==> src/logic/i2c_slave_cfg_pkg.sv <==
// Package: register offsets, field positions, reset values and modes of the two-wire slave block.
package i2c_slave_cfg_pkg;
    // ****************************************
    // Register offsets
    // ****************************************
    localparam logic [2:0] off_control_zero = 3'h0;
    localparam logic [2:0] off_status_flags = 3'h1;
    localparam logic [2:0] off_data_buffer = 3'h2;
    localparam logic [2:0] off_own_address = 3'h3;
    localparam logic [2:0] off_timeout_control = 3'h4;
    // ****************************************
    // Reset values
    // ****************************************
    localparam logic [7:0] rst_control_zero = 8'he0;
    localparam logic [7:0] rst_status_flags = 8'h81;
    localparam logic [7:0] rst_data_buffer = 8'h00;
    localparam logic [7:0] rst_own_address = 8'h00;
    localparam logic [7:0] rst_timeout_control = 8'h00;
    // ****************************************
    // Field positions in module_control_zero
    // ****************************************
    localparam int pos_mode_lo = 5;
    localparam int pos_async = 4;
    localparam int pos_deb_lo = 2;
    localparam int pos_enable = 1;
    localparam int pos_incomplete = 0;
    // Field positions in bus_status_flags.
    localparam int pos_done = 7;
    localparam int pos_match = 6;
    localparam int pos_busy = 5;
    localparam int pos_transmit = 4;
    localparam int pos_txack = 3;
    localparam int pos_rw = 2;
    localparam int pos_wake = 1;
    localparam int pos_rxack = 0;
    localparam logic [2:0] mode_two_wire_slave = 3'h6;
    // Debounce lengths in system clocks.
    localparam logic [2:0] deb_cycles_short = 3'h2;
    localparam logic [2:0] deb_cycles_long = 3'h4;
    // ****************************************
    // Bus state machine
    // ****************************************
    typedef enum logic [5:0] {
        st_idle = 6'h01,
        st_addr = 6'h02,
        st_ack = 6'h04,
        st_tx = 6'h08,
        st_rx = 6'h10,
        st_mack = 6'h20
    } bus_state_t;
endpackage

==> src/logic/i2c_slave_cfg.sv <==
// Two-wire slave interface: configuration registers, clock debounce and byte engine.
`timescale 1ns/1ps
`default_nettype none
module i2c_slave_cfg
    import i2c_slave_cfg_pkg::*;
(
    input wire logic clk,
    input wire logic rstn,
    input wire logic [2:0] reg_addr,
    input wire logic [7:0] reg_wdata,
    input wire logic reg_wr,
    input wire logic reg_rd,
    output logic [7:0] reg_rdata,
    input wire logic scl_in,
    output logic scl_out,
    output logic scl_oe_n,
    input wire logic sda_in,
    output logic sda_out,
    output logic sda_oe_n,
    input wire logic [1:0] pullup_ctrl,
    output logic [1:0] pullup_en,
    output logic module_irq,
    output logic [2:0] active_function
);
    import i2c_slave_cfg_pkg::*;

    // ****************************************
    // Helpers
    // ****************************************
    function automatic logic [2:0] deb_len(input logic [1:0] sel);
        if (sel[1]) begin
            return deb_cycles_long;
        end else if (sel[0]) begin
            return deb_cycles_short;
        end
        return 3'h0;
    endfunction

    // ****************************************
    // State declarations
    // ****************************************
    logic [7:0] ctrl_q, ctrl_d;
    logic [7:0] stat_q, stat_d;
    logic [7:0] data_q, data_d;
    logic [7:0] addr_q, addr_d;
    logic [7:0] tmo_q, tmo_d;
    logic [7:0] rdata_q, rdata_d;
    logic scl_f_q, scl_f_d;
    logic [2:0] deb_cnt_q, deb_cnt_d;
    logic scl_prev_q, scl_prev_d;
    logic sda_prev_q, sda_prev_d;
    bus_state_t st_q, st_d;
    logic [7:0] sh_q, sh_d;
    logic [3:0] bit_q, bit_d;
    logic sda_drv_q, sda_drv_d;
    logic irq_q, irq_d;

    logic two_wire;
    logic enabled;
    logic [1:0] deb_sel;
    logic scl_rise, scl_fall, start_c, stop_c;

    // Two-wire mode needs async select clear and mode 110.
    assign two_wire = !ctrl_q[pos_async] && ctrl_q[7:pos_mode_lo] == mode_two_wire_slave;
    assign enabled = two_wire && ctrl_q[pos_enable];
    assign deb_sel = two_wire ? ctrl_q[3:pos_deb_lo] : 2'h0;

    // ****************************************
    // Clock debounce
    // ****************************************
    // Raw inputs are taken as synchronous; the filter only rejects short glitches.
    always_comb begin
        scl_f_d = scl_f_q;
        deb_cnt_d = 3'h0;
        if (deb_sel == 2'h0) begin
            scl_f_d = scl_in;
        end else if (scl_in != scl_f_q) begin
            deb_cnt_d = deb_cnt_q + 3'h1;
            if (deb_cnt_d >= deb_len(deb_sel)) begin
                scl_f_d = scl_in;
                deb_cnt_d = 3'h0;
            end
        end
    end

    always_ff @(posedge clk) begin
        if (!rstn) begin
            scl_f_q <= 1'b1;
            deb_cnt_q <= 3'h0;
        end else begin
            scl_f_q <= scl_f_d;
            deb_cnt_q <= deb_cnt_d;
        end
    end

    assign scl_rise = scl_f_q && !scl_prev_q;
    assign scl_fall = !scl_f_q && scl_prev_q;
    assign start_c = scl_f_q && scl_prev_q && sda_prev_q && !sda_in;
    assign stop_c = scl_f_q && scl_prev_q && !sda_prev_q && sda_in;

    // ****************************************
    // Bus engine and registers
    // ****************************************
    always_comb begin
        ctrl_d = ctrl_q;
        stat_d = stat_q;
        data_d = data_q;
        addr_d = addr_q;
        tmo_d = tmo_q;
        rdata_d = 8'h00;
        scl_prev_d = scl_f_q;
        sda_prev_d = sda_in;
        st_d = st_q;
        sh_d = sh_q;
        bit_d = bit_q;
        sda_drv_d = sda_drv_q;
        irq_d = 1'b0;

        // Software access first, so that bus events later in this block win over it.
        if (reg_wr) begin
            case (reg_addr)
                off_control_zero: begin
                    ctrl_d = reg_wdata;
                end
                off_status_flags: begin
                    if (two_wire) begin
                        stat_d[pos_transmit] = reg_wdata[pos_transmit];
                        stat_d[pos_txack] = reg_wdata[pos_txack];
                        stat_d[pos_wake] = reg_wdata[pos_wake];
                    end
                end
                off_data_buffer: begin
                    data_d = reg_wdata;
                end
                off_own_address: begin
                    addr_d = reg_wdata;
                end
                off_timeout_control: begin
                    if (two_wire) begin
                        tmo_d = reg_wdata;
                    end
                end
                default: begin
                end
            endcase
        end
        if (reg_rd) begin
            case (reg_addr)
                off_control_zero: rdata_d = ctrl_q;
                off_status_flags: rdata_d = two_wire ? stat_q : 8'h00;
                off_data_buffer: rdata_d = data_q;
                off_own_address: rdata_d = addr_q;
                off_timeout_control: rdata_d = two_wire ? tmo_q : 8'h00;
                default: rdata_d = 8'h00;
            endcase
        end

        if (!enabled) begin
            // Bus flags (done, match, busy, rw, rxack) return to defaults so the next enable starts clean.
            st_d = st_idle;
            sda_drv_d = 1'b0;
            stat_d[pos_done] = 1'b1;
            stat_d[pos_match] = 1'b0;
            stat_d[pos_busy] = 1'b0;
            stat_d[pos_rw] = 1'b0;
            stat_d[pos_rxack] = 1'b1;
        end else if (start_c) begin
            stat_d[pos_busy] = 1'b1;
            stat_d[pos_match] = 1'b0;
            st_d = st_addr;
            bit_d = 4'h0;
            sda_drv_d = 1'b0;
        end else if (stop_c) begin
            stat_d[pos_busy] = 1'b0;
            st_d = st_idle;
            sda_drv_d = 1'b0;
        end else begin
            case (st_q)
                st_idle: begin
                end
                st_addr: begin
                    if (scl_rise) begin
                        sh_d = {sh_q[6:0], sda_in};
                        bit_d = bit_q + 4'h1;
                    end
                    if (scl_fall && bit_q == 4'h8) begin
                        if (sh_q[7:1] == addr_q[7:1]) begin
                            stat_d[pos_match] = 1'b1;
                            stat_d[pos_rw] = sh_q[0];
                            irq_d = 1'b1;
                            sda_drv_d = 1'b1;
                            st_d = st_ack;
                        end else begin
                            st_d = st_idle;
                        end
                    end
                end
                st_ack: begin
                    if (scl_fall) begin
                        bit_d = 4'h0;
                        stat_d[pos_done] = 1'b0;
                        if (stat_q[pos_rw]) begin
                            sh_d = data_q;
                            sda_drv_d = !data_q[7];
                            st_d = st_tx;
                        end else begin
                            sda_drv_d = 1'b0;
                            st_d = st_rx;
                        end
                    end
                end
                st_rx: begin
                    if (scl_rise) begin
                        sh_d = {sh_q[6:0], sda_in};
                        bit_d = bit_q + 4'h1;
                    end
                    if (scl_fall && bit_q == 4'h8) begin
                        data_d = sh_q;
                        stat_d[pos_done] = 1'b1;
                        irq_d = 1'b1;
                        sda_drv_d = !stat_q[pos_txack];
                        st_d = st_ack;
                        stat_d[pos_rw] = 1'b0;
                    end
                end
                st_tx: begin
                    if (scl_fall) begin
                        bit_d = bit_q + 4'h1;
                        sh_d = {sh_q[6:0], 1'b1};
                        if (bit_q == 4'h7) begin
                            sda_drv_d = 1'b0;
                            st_d = st_mack;
                        end else begin
                            sda_drv_d = !sh_q[6];
                        end
                    end
                end
                st_mack: begin
                    if (scl_rise) begin
                        stat_d[pos_rxack] = sda_in;
                        stat_d[pos_done] = 1'b1;
                        irq_d = 1'b1;
                    end
                    if (scl_fall) begin
                        bit_d = 4'h0;
                        stat_d[pos_done] = 1'b0;
                        // A missing acknowledge leaves the line free for the stop.
                        if (stat_q[pos_rxack]) begin
                            st_d = st_idle;
                        end else begin
                            sh_d = data_q;
                            sda_drv_d = !data_q[7];
                            st_d = st_tx;
                        end
                    end
                end
                default: begin
                    st_d = st_idle;
                end
            endcase
        end
    end

    always_ff @(posedge clk) begin
        if (!rstn) begin
            ctrl_q <= rst_control_zero;
            stat_q <= rst_status_flags;
            data_q <= rst_data_buffer;
            addr_q <= rst_own_address;
            tmo_q <= rst_timeout_control;
            rdata_q <= 8'h00;
            scl_prev_q <= 1'b1;
            sda_prev_q <= 1'b1;
            st_q <= st_idle;
            sh_q <= 8'h00;
            bit_q <= 4'h0;
            sda_drv_q <= 1'b0;
            irq_q <= 1'b0;
            pullup_en <= 2'h0;
            active_function <= 3'h0;
        end else begin
            ctrl_q <= ctrl_d;
            stat_q <= stat_d;
            data_q <= data_d;
            addr_q <= addr_d;
            tmo_q <= tmo_d;
            rdata_q <= rdata_d;
            scl_prev_q <= scl_prev_d;
            sda_prev_q <= sda_prev_d;
            st_q <= st_d;
            sh_q <= sh_d;
            bit_q <= bit_d;
            sda_drv_q <= sda_drv_d;
            irq_q <= irq_d;
            pullup_en <= pullup_ctrl;
            // Function code: 0 off, 1 UART, 2 three-wire, 3 two-wire, 4 undefined mode.
            if (!ctrl_d[pos_enable]) begin
                active_function <= 3'h0;
            end else if (ctrl_d[pos_async]) begin
                active_function <= 3'h1;
            end else if (ctrl_d[7:pos_mode_lo] == mode_two_wire_slave) begin
                active_function <= 3'h3;
            end else if (ctrl_d[7:pos_mode_lo] == 3'h7) begin
                active_function <= 3'h4;
            end else begin
                active_function <= 3'h2;
            end
        end
    end

    // ****************************************
    // Outputs
    // ****************************************
    // Output value is always low; only the enable moves, so the line is never driven high.
    assign reg_rdata = rdata_q;
    assign sda_out = 1'b0;
    assign sda_oe_n = !sda_drv_q;
    assign scl_out = 1'b0;
    assign scl_oe_n = 1'b1;
    assign module_irq = irq_q;
endmodule
`default_nettype wire

==> config.mk <==
export PLATFORM = sky130hd
export DESIGN_NAME = i2c_slave_cfg
export DESIGN_NICKNAME = d
export VERILOG_FILES = /design/src/logic/i2c_slave_cfg_pkg.sv /design/src/logic/i2c_slave_cfg.sv
export SDC_FILE = /design/constraint.sdc
export NUM_CORES = 1
export LEC_CHECK = 0
export ABC_AREA = 1
export BUFFER_PORTS_ARGS = -buffer_cell sky130_fd_sc_hd__buf_2
export CAP_MARGIN = 20
export CORE_MARGIN = 4
export CORE_UTILIZATION = 50
export DETAILED_ROUTE_END_ITERATION = 8
export PLACE_DENSITY = 0.8
export RECOVER_POWER = 50
export SLEW_MARGIN = 20
export SYNTH_ARGS = -nofsm -noshare
export SYNTH_HDL_FRONTEND = slang
export SYNTH_SLANG_ARGS = --single-unit
==> constraint.sdc <==
create_clock -name clk -period 2.27 [get_ports clk]
set_clock_uncertainty 0.1 [all_clocks]
set_input_delay 0.3405 -clock clk [delete_from_list [all_inputs] [get_ports clk]]
set_output_delay 0.3405 -clock clk [all_outputs]
set_load 0.02 [all_outputs]
==> results of run 1 <==
## metal layers
layer | up-vias | global-route usage | wire length (um)
met5 | - | 0 | 0
met3 | 30 | 0.0432 | 808
met4 | 0 | 0.0840 | 280
li1 | 2018 | - | -
met1 | 1837 | 0.282 | 4450
met2 | 184 | 0.363 | 4910
## cell type report
type	count	area, um2	share of cell area
well taps	102	128	0.0279
flip-flops and latches	79	1580	0.345
repair buffers	43	211	0.0462
multi-input cells	423	2130	0.465
clock inverters	6	93.8	0.0205
inverters	82	308	0.0672
clock buffers	10	128	0.0279
## worst paths after layout
path / start / endpoint / slack, ns
max: scl_f_q / sh_q[3] / 0.22
min: pullup_ctrl[1] / pullup_en[1] / 0.06
max reg2reg: scl_f_q / sh_q[3] / 0.22
min reg2reg: deb_cnt_q[0] / deb_cnt_q[0] / 0.36
## worst min-delay path: cells and delay by family
| kind | cells | cell delay [ns] |
|---|---|---|
| buffers and inverters | 2 | 0.11 |
| and+or+nand+nor | 1 | 0.04 |
## cells in the mapped netlist, types with 3 or more instances
cell	n
inv_2	4
nand2_2	4
nor2_1	80
buf_4	5
nor3_1	4
o21a_1	4
a31oi_1	8
nand3_2	4
o21ai_0	40
nand3_1	43
nand2_1	128
buf_2	3
a211oi_1	5
nand4_1	5
dfxtp_1	79
a41oi_1	3
ha_1	8
a32oi_1	5
nor2_2	5
clkbuf_1	8
a21oi_1	50
or2_2	3
inv_1	78
nor2_4	5
## per-stage QoR
stage	power (W)	util
2_1_floorplan	0.00158	-
3_3_place_gp	0.00164	0.557
3_5_place_dp	0.00165	0.557
4_1_cts	0.00280	0.585
5_1_grt	0.00289	0.581
6_report	0.00279	0.581
## sequential cells by signal (all words and copies together) (netlist names), 2 cells and up
register	count
sh_q	8
bit_q	4
pullup_en	2
stat_q	8
addr_q	8
data_q	8
deb_cnt_q	3
reg_rdata	8
st_q	6
active_function	3
tmo_q	8
ctrl_q	8
## power groups by stage
stage / clock network (W) / registers, W / logic, W
2_1_floorplan: 0 / 0.00145 / 0.000127
3_3_place_gp: 0 / 0.00145 / 0.000190
3_5_place_dp: 0 / 0.00145 / 0.000194
4_1_cts: 0.00119 / 0.00142 / 0.000195
5_1_grt: 0.00125 / 0.00142 / 0.000216
6_report: 0.00117 / 0.00142 / 0.000194
## kinds of logic (layout without fill, tap and decap cells)
kind of cell,count (synthesis),after routing,synth area share
XOR/XNOR,4,4,0.00849
AND/OR/NAND/NOR,286,286,0.311
flip-flops,79,79,0.383
AO/OA/AOI/OAI,122,122,0.171
other,2,3,0.00182
buffers and inverters,100,141,0.100
adder cells (fa/ha/maj),8,8,0.0242
==> Flow_metrics.wiki, run 1 <==
{| class="wikitable"
! Metric !! Value
|-
| Path type of the worst setup path || flop to flop
|-
| Via count of the first global-routing pass || 3884
|-
| Min-Delay Path Class || primary input to flop
|-
| TritonCTS clock tree || built
|-
| Crit path launch type || flop
|-
| Worst Hold Slack || 0.0611 ns
|-
| Instance count after placement with tap cells included || 729
|-
| CP Data Required Time || around 2.4 ns
|-
| Slowest Stage Delay on Critical Path || ~0.37 ns
|-
| Async set-or-reset flop fraction in the synthesized netlist || 0
|-
| Routed wire per std cell || between 10 and 15 um
|-
| Congestion Overflow GR || 0
|-
| Clock buffers created by TritonCTS || 9
|-
| Slew at the pin closest to its max-slew limit || 1.03 ns
|-
| Time the worst path needs with I/O delays and setup || 2.05 ns
|-
| Outcome || complete, no violations
|-
| Register bit count reported by yosys || 79
|-
| Number of nets at the end of the flow || 665
|-
| Post-place instance area || 0.00440 mm2
|-
| Buffers and inverters on the worst path || 1
|-
| Net switching share of the total power || 0.250
|-
| Max Cap Violations || 0
|-
| Combined global-route utilization of all metal layers || 0.220
|-
| Fraction of final layout cells sized beyond drive strength 1 || 0.107
|-
| Number of input and output port buffers inserted || 33
|-
| Worst path depth || 10
|-
| Post-cts resize count || 0
|-
| Max-slew violations || 0
|-
| Post-synthesis to final-layout area growth || 10.9%
|-
| Antenna violation net count after detailed routing || 0
|-
| Logic pwr share || 0.070
|-
| Area share of the largest cell type after synthesis || 0.383
|-
| Data arrival time at the worst-slack endpoint || 2.20 ns
|-
| Setup repair after global routing missed its margin || no
|-
| DIE WIDTH || 98.9 um
|-
| Number of remaining DRC errors || 0
|-
| Root Driver || clkbuf_8
|-
| Antenna Cells || 0
|-
| Summed area of non-filler cells in the final layout || 0.00458 mm2
|-
| Aggregate routed wire length || around 10000 um
|-
| Global-route wire length before repair || about 18000 um
|-
| Cell Rows || 32
|-
| Die area || 0.00978 mm2
|-
| Number of failing setup endpoints in the final timing report || 0
|-
| Sequential share of power || 0.510
|-
| Sort of element at the end of the critical path || flop
|-
| H-tree lvl count || 3
|-
| Family with the most delay on the worst path || simple AND/OR/NAND/NOR gates
|-
| Starting Density || 0.523
|-
| Initial antenna violation count || 0
|-
| Post-Synthesis Cell Area || between 0.004 and 0.005 mm2
|-
| Slowest cell on crit path || dfxtp_1
|-
| Hold path depth || 3
|-
| Final-layout setup total negative slack || 0 ns
|-
| Leading post-synthesis cells by cell area || dfxtp_1 38%, nand2_1 12%, nor2_1 7.3%, inv_1 7.1%, a21oi_1 6.1%
|-
| List of cells traversed by the critical path || ha_1 > nand2_1 > nand2_1 > nor2_1 > nand2_1 > nor2_2 > buf_4 > nand3_1 > nand2_1 > nor2_1
|-
| Instance count of the mapped netlist || 601
|-
| Post-DR vias/cell || around 5.5
|-
| Worst voltage drop across the vdd grid || 0.000419 V
|-
| Core ar. || 0.00789 mm2
|-
| Final period utilization || 0.905
|-
| Internal power || 0.00209 W
|-
| Syn. warnings || 0
|-
| Proportion of power drawn by the clock network || 0.420
|-
| Unique cell type count in the Yosys netlist || 38
|-
| Mean post-synth cell area || 6.87 um2
|-
| Clock-pin slew reported for the worst setup and hold paths after clock tree synthesis || about 0.09 ns
|-
| Post-CTS setup buffer count || 0
|-
| DRC marker count from the first detailed-route iteration || approximately 350
|-
| Num Clock Sinks || 79
|-
| Final Hold Vio Count || 0
|-
| Commonest non-fill, non-tap cells in the layout || 129 x nand2_1, 80 x nor2_1, 79 x dfxtp_1, 78 x inv_1, 50 x a21oi_1
|-
| Headroom to the max-slew limit || 0.315
|-
| Final standard cell count with taps included and fillers excluded || 745
|-
| Max Root-Sink Buffers || 2
|-
| Dpl ws || 0.275 ns
|-
| IO Pins || 37
|-
| Static Leakage || 1.89 nW
|-
| Most instantiated flip-flop cell in the synthesis netlist || dfxtp_1
|-
| Cell Pwr Density || 608 mW/mm2
|-
| Number of inserted filler cells in the final layout || 750
|-
| Clock Latency Late Sink || 0.36 ns
|-
| Switching power summed over all nets || 0.000696 W
|-
| Number of synthesized flops with an enable pin || 0
|-
| DP Wirelength || 7830 um
|-
| GP Congestion || 0.987
|-
| Sequential element share of the synthesized area || 0.383
|-
| Hold Buf Count CTS || 0
|-
| Worst Path Max Fanout || 16
|-
| CP dominant cell by count || nand2_1
|-
| Commonest non-fill, non-tap cell in the layout || nand2_1
|-
| Vias || 4069
|-
| Largest net degree at the start of global routing || 27
|-
| Depth of the worst register-to-register path || 10
|-
| Area leader, netlist || dfxtp_1
|-
| Overall die height || 98.9 um
|-
| PnR worst setup slack || 0.217 ns
|-
| Maximum operating frequency || between 400 and 500 MHz
|-
| First-pass detailed-route iteration total || 5
|}
Note: power is estimated with default switching activity, not from simulation.
==> run 2, diff against run 1 <==
- clock period: 2.27 -> 2.12 ns (I/O delays scaled with it)
==> Flow_metrics.wiki, run 2 (synthesis results as in run 1) <==
{| class="wikitable"
! Metric !! Value
|-
| Hold path depth || 3
|-
| Proportion of power drawn by the clock network || 0.401
|-
| Largest net degree at the start of global routing || 39
|-
| Setup repair after global routing missed its margin || no
|-
| Number of remaining DRC errors || 0
|-
| Max Cap Violations || 0
|-
| Commonest non-fill, non-tap cell in the layout || nand2_1
|-
| TritonCTS clock tree || built
|-
| Max-slew violations || 0
|-
| Internal power || 0.00213 W
|-
| Overall die height || slightly below 100 um
|-
| Clock-pin slew reported for the worst setup and hold paths after clock tree synthesis || 0.09 ns
|-
| Number of failing setup endpoints in the final timing report || 0
|-
| Final period utilization || 0.924
|-
| GP Congestion || 0.966
|-
| Clock buffers created by TritonCTS || 9
|-
| Buffers and inverters on the worst path || 0
|-
| Worst Hold Slack || 0.0433 ns
|-
| Aggregate routed wire length || 10600 um
|-
| Switching power summed over all nets || approximately 0.00076 W
|-
| Slowest Stage Delay on Critical Path || 0.42 ns
|-
| DP Wirelength || between 8000 and 9000 um
|-
| Number of nets at the end of the flow || 669
|-
| Final Hold Vio Count || 0
|-
| Hold Buf Count CTS || 0
|-
| Number of input and output port buffers inserted || 33
|-
| Routed wire per std cell || around 14 um
|-
| Global-route wire length before repair || ~18000 um
|-
| Time the worst path needs with I/O delays and setup || 1.96 ns
|-
| Via count of the first global-routing pass || 3873
|-
| Depth of the worst register-to-register path || 10
|-
| Cell Pwr Density || 626 mW/mm2
|-
| Static Leakage || around 1.9 nW
|-
| CP dominant cell by count || nand2_1
|-
| Core ar. || between 0.007 and 0.008 mm2
|-
| Worst Path Max Fanout || 8
|-
| First-pass detailed-route iteration total || 5
|-
| DIE WIDTH || slightly below 100 um
|-
| CP Data Required Time || 2.25 ns
|-
| Multi-input combinational cell area || 0.00214 mm2
|-
| Fraction of final layout cells sized beyond drive strength 1 || 0.124
|-
| Path type of the worst setup path || flop to flop
|-
| Post-DR vias/cell || approximately 5.5
|-
| Logic pwr share || 0.073
|-
| Num Clock Sinks || 79
|-
| List of cells traversed by the critical path || ha_1 > nand3_2 > nand2_1 > nor2_1 > nor2_1 > nand2_1 > nor2_1 > nand2_1 > nand2_1 > a21oi_1
|-
| Clock Latency Late Sink || 0.35 ns
|-
| Worst voltage drop across the vdd grid || 0.000364 V
|-
| Final-layout setup total negative slack || 0 ns
|-
| Crit path launch type || flop
|-
| Antenna Cells || 0
|-
| H-tree lvl count || 3
|-
| Data arrival time at the worst-slack endpoint || roughly 2.1 ns
|-
| Post-CTS setup buffer count || 0
|-
| Number of inserted filler cells in the final layout || 758
|-
| Sequential share of power || 0.526
|-
| Starting Density || 0.523
|-
| Maximum operating frequency || slightly above 500 MHz
|-
| Sort of element at the end of the critical path || flop
|-
| Die area || 0.00978 mm2
|-
| Combined global-route utilization of all metal layers || 0.225
|-
| Worst path depth || 10
|-
| Slew at the pin closest to its max-slew limit || 0.529 ns
|-
| Root Driver || clkbuf_8
|-
| Area taken by flip-flops and latches || around 0.0016 mm2
|-
| Post-synthesis to final-layout area growth || 11.9%
|-
| Antenna violation net count after detailed routing || 0
|-
| Headroom to the max-slew limit || 0.644
|-
| Cell Rows || 32
|-
| Family with the most delay on the worst path || simple AND/OR/NAND/NOR gates
|-
| Congestion Overflow GR || 0
|-
| Outcome || complete, no violations
|-
| Vias || 4096
|-
| Min-Delay Path Class || primary input to flop
|-
| Net switching share of the total power || 0.264
|-
| Max Root-Sink Buffers || 2
|-
| Slowest cell on crit path || dfxtp_1
|-
| IO Pins || 37
|-
| Commonest non-fill, non-tap cells in the layout || 128 x nand2_1, 79 x dfxtp_1, 78 x inv_1, 78 x nor2_1, 49 x a21oi_1
|-
| DRC marker count from the first detailed-route iteration || 257
|-
| Initial antenna violation count || 0
|}
[run 2: cell types whose count changed in the layout (fill, tap and decap cells not counted), moves of 2 or more]
cell | before | now
clkbuf_1 | 20 | 18
nor2_2 | 5 | 7
buf_4 | 8 | 10
nor2_1 | 80 | 78
[run 2: final timing paths]
path | from | endpoint | slack [ns]
min | pullup_ctrl[0] | pullup_en[0] | 0.04
min reg2reg | deb_cnt_q[0] | deb_cnt_q[0] | 0.35
max | scl_f_q | bit_q[1] | 0.16
max reg2reg | scl_f_q | bit_q[1] | 0.16
[run 2: what timing repair did]
action,in CTS,in global routing
resized for setup,0,7
setup endpoints to repair,0,12
hold endpoints to repair,0,0
[run 2: worst register-to-register path, stage by stage, from the launching register on]
cell and delay (ns):
dfxtp_1 0.42, ha_1 0.22, nand3_2 0.19, nand2_1 0.13, nor2_1 0.06, nor2_1 0.09, nand2_1 0.05, nor2_1 0.27
nand2_1 0.16, nand2_1 0.10, a21oi_1 0.06
[run 2: through the flow]
step	util	std cells	instance area (um2)	setup WS, ns	power [W]
after floorplan	-	602	4130	0.213	0.00169
after global placement	0.563	733	4440	0.225	0.00176
after detailed placement	0.563	733	4440	0.172	0.00176
after CTS	0.589	749	4640	0.136	0.00290
after global routing	0.586	749	4620	0.00314	0.00301
final	0.586	749	4620	0.160	0.00289
[run 2: area by class of cell]
type / instances / share of cell area
Multi-Input combinational cell: 423 / 0.463
Sequential cell: 79 / 0.342
Inverter: 82 / 0.0666
Timing Repair Buffer: 47 / 0.0561
Tap cell: 102 / 0.0276
Clock buffer: 9 / 0.0268
Clock inverter: 7 / 0.0173
[run 2: power groups by stage]
stage                     logic (W)  registers [W]  clock network [W]
after global placement     0.000205        0.00155                  0
final                      0.000211        0.00152            0.00116
after CTS                  0.000210        0.00152            0.00117
after floorplan            0.000136        0.00156                  0
after global routing       0.000235        0.00152            0.00125
after detailed placement   0.000209        0.00156                  0
[run 2: layer usage]
| metal | up-vias | part of all wire | global-route usage |
|---|---|---|---|
| li1 | 2030 | - | - |
| met1 | 1887 | 0.43 | 0.293 |
| met2 | 153 | 0.47 | 0.369 |
| met3 | 26 | 0.070 | 0.0524 |
| met4 | 0 | 0.022 | 0.0693 |
| met5 | - | 0 | 0 |
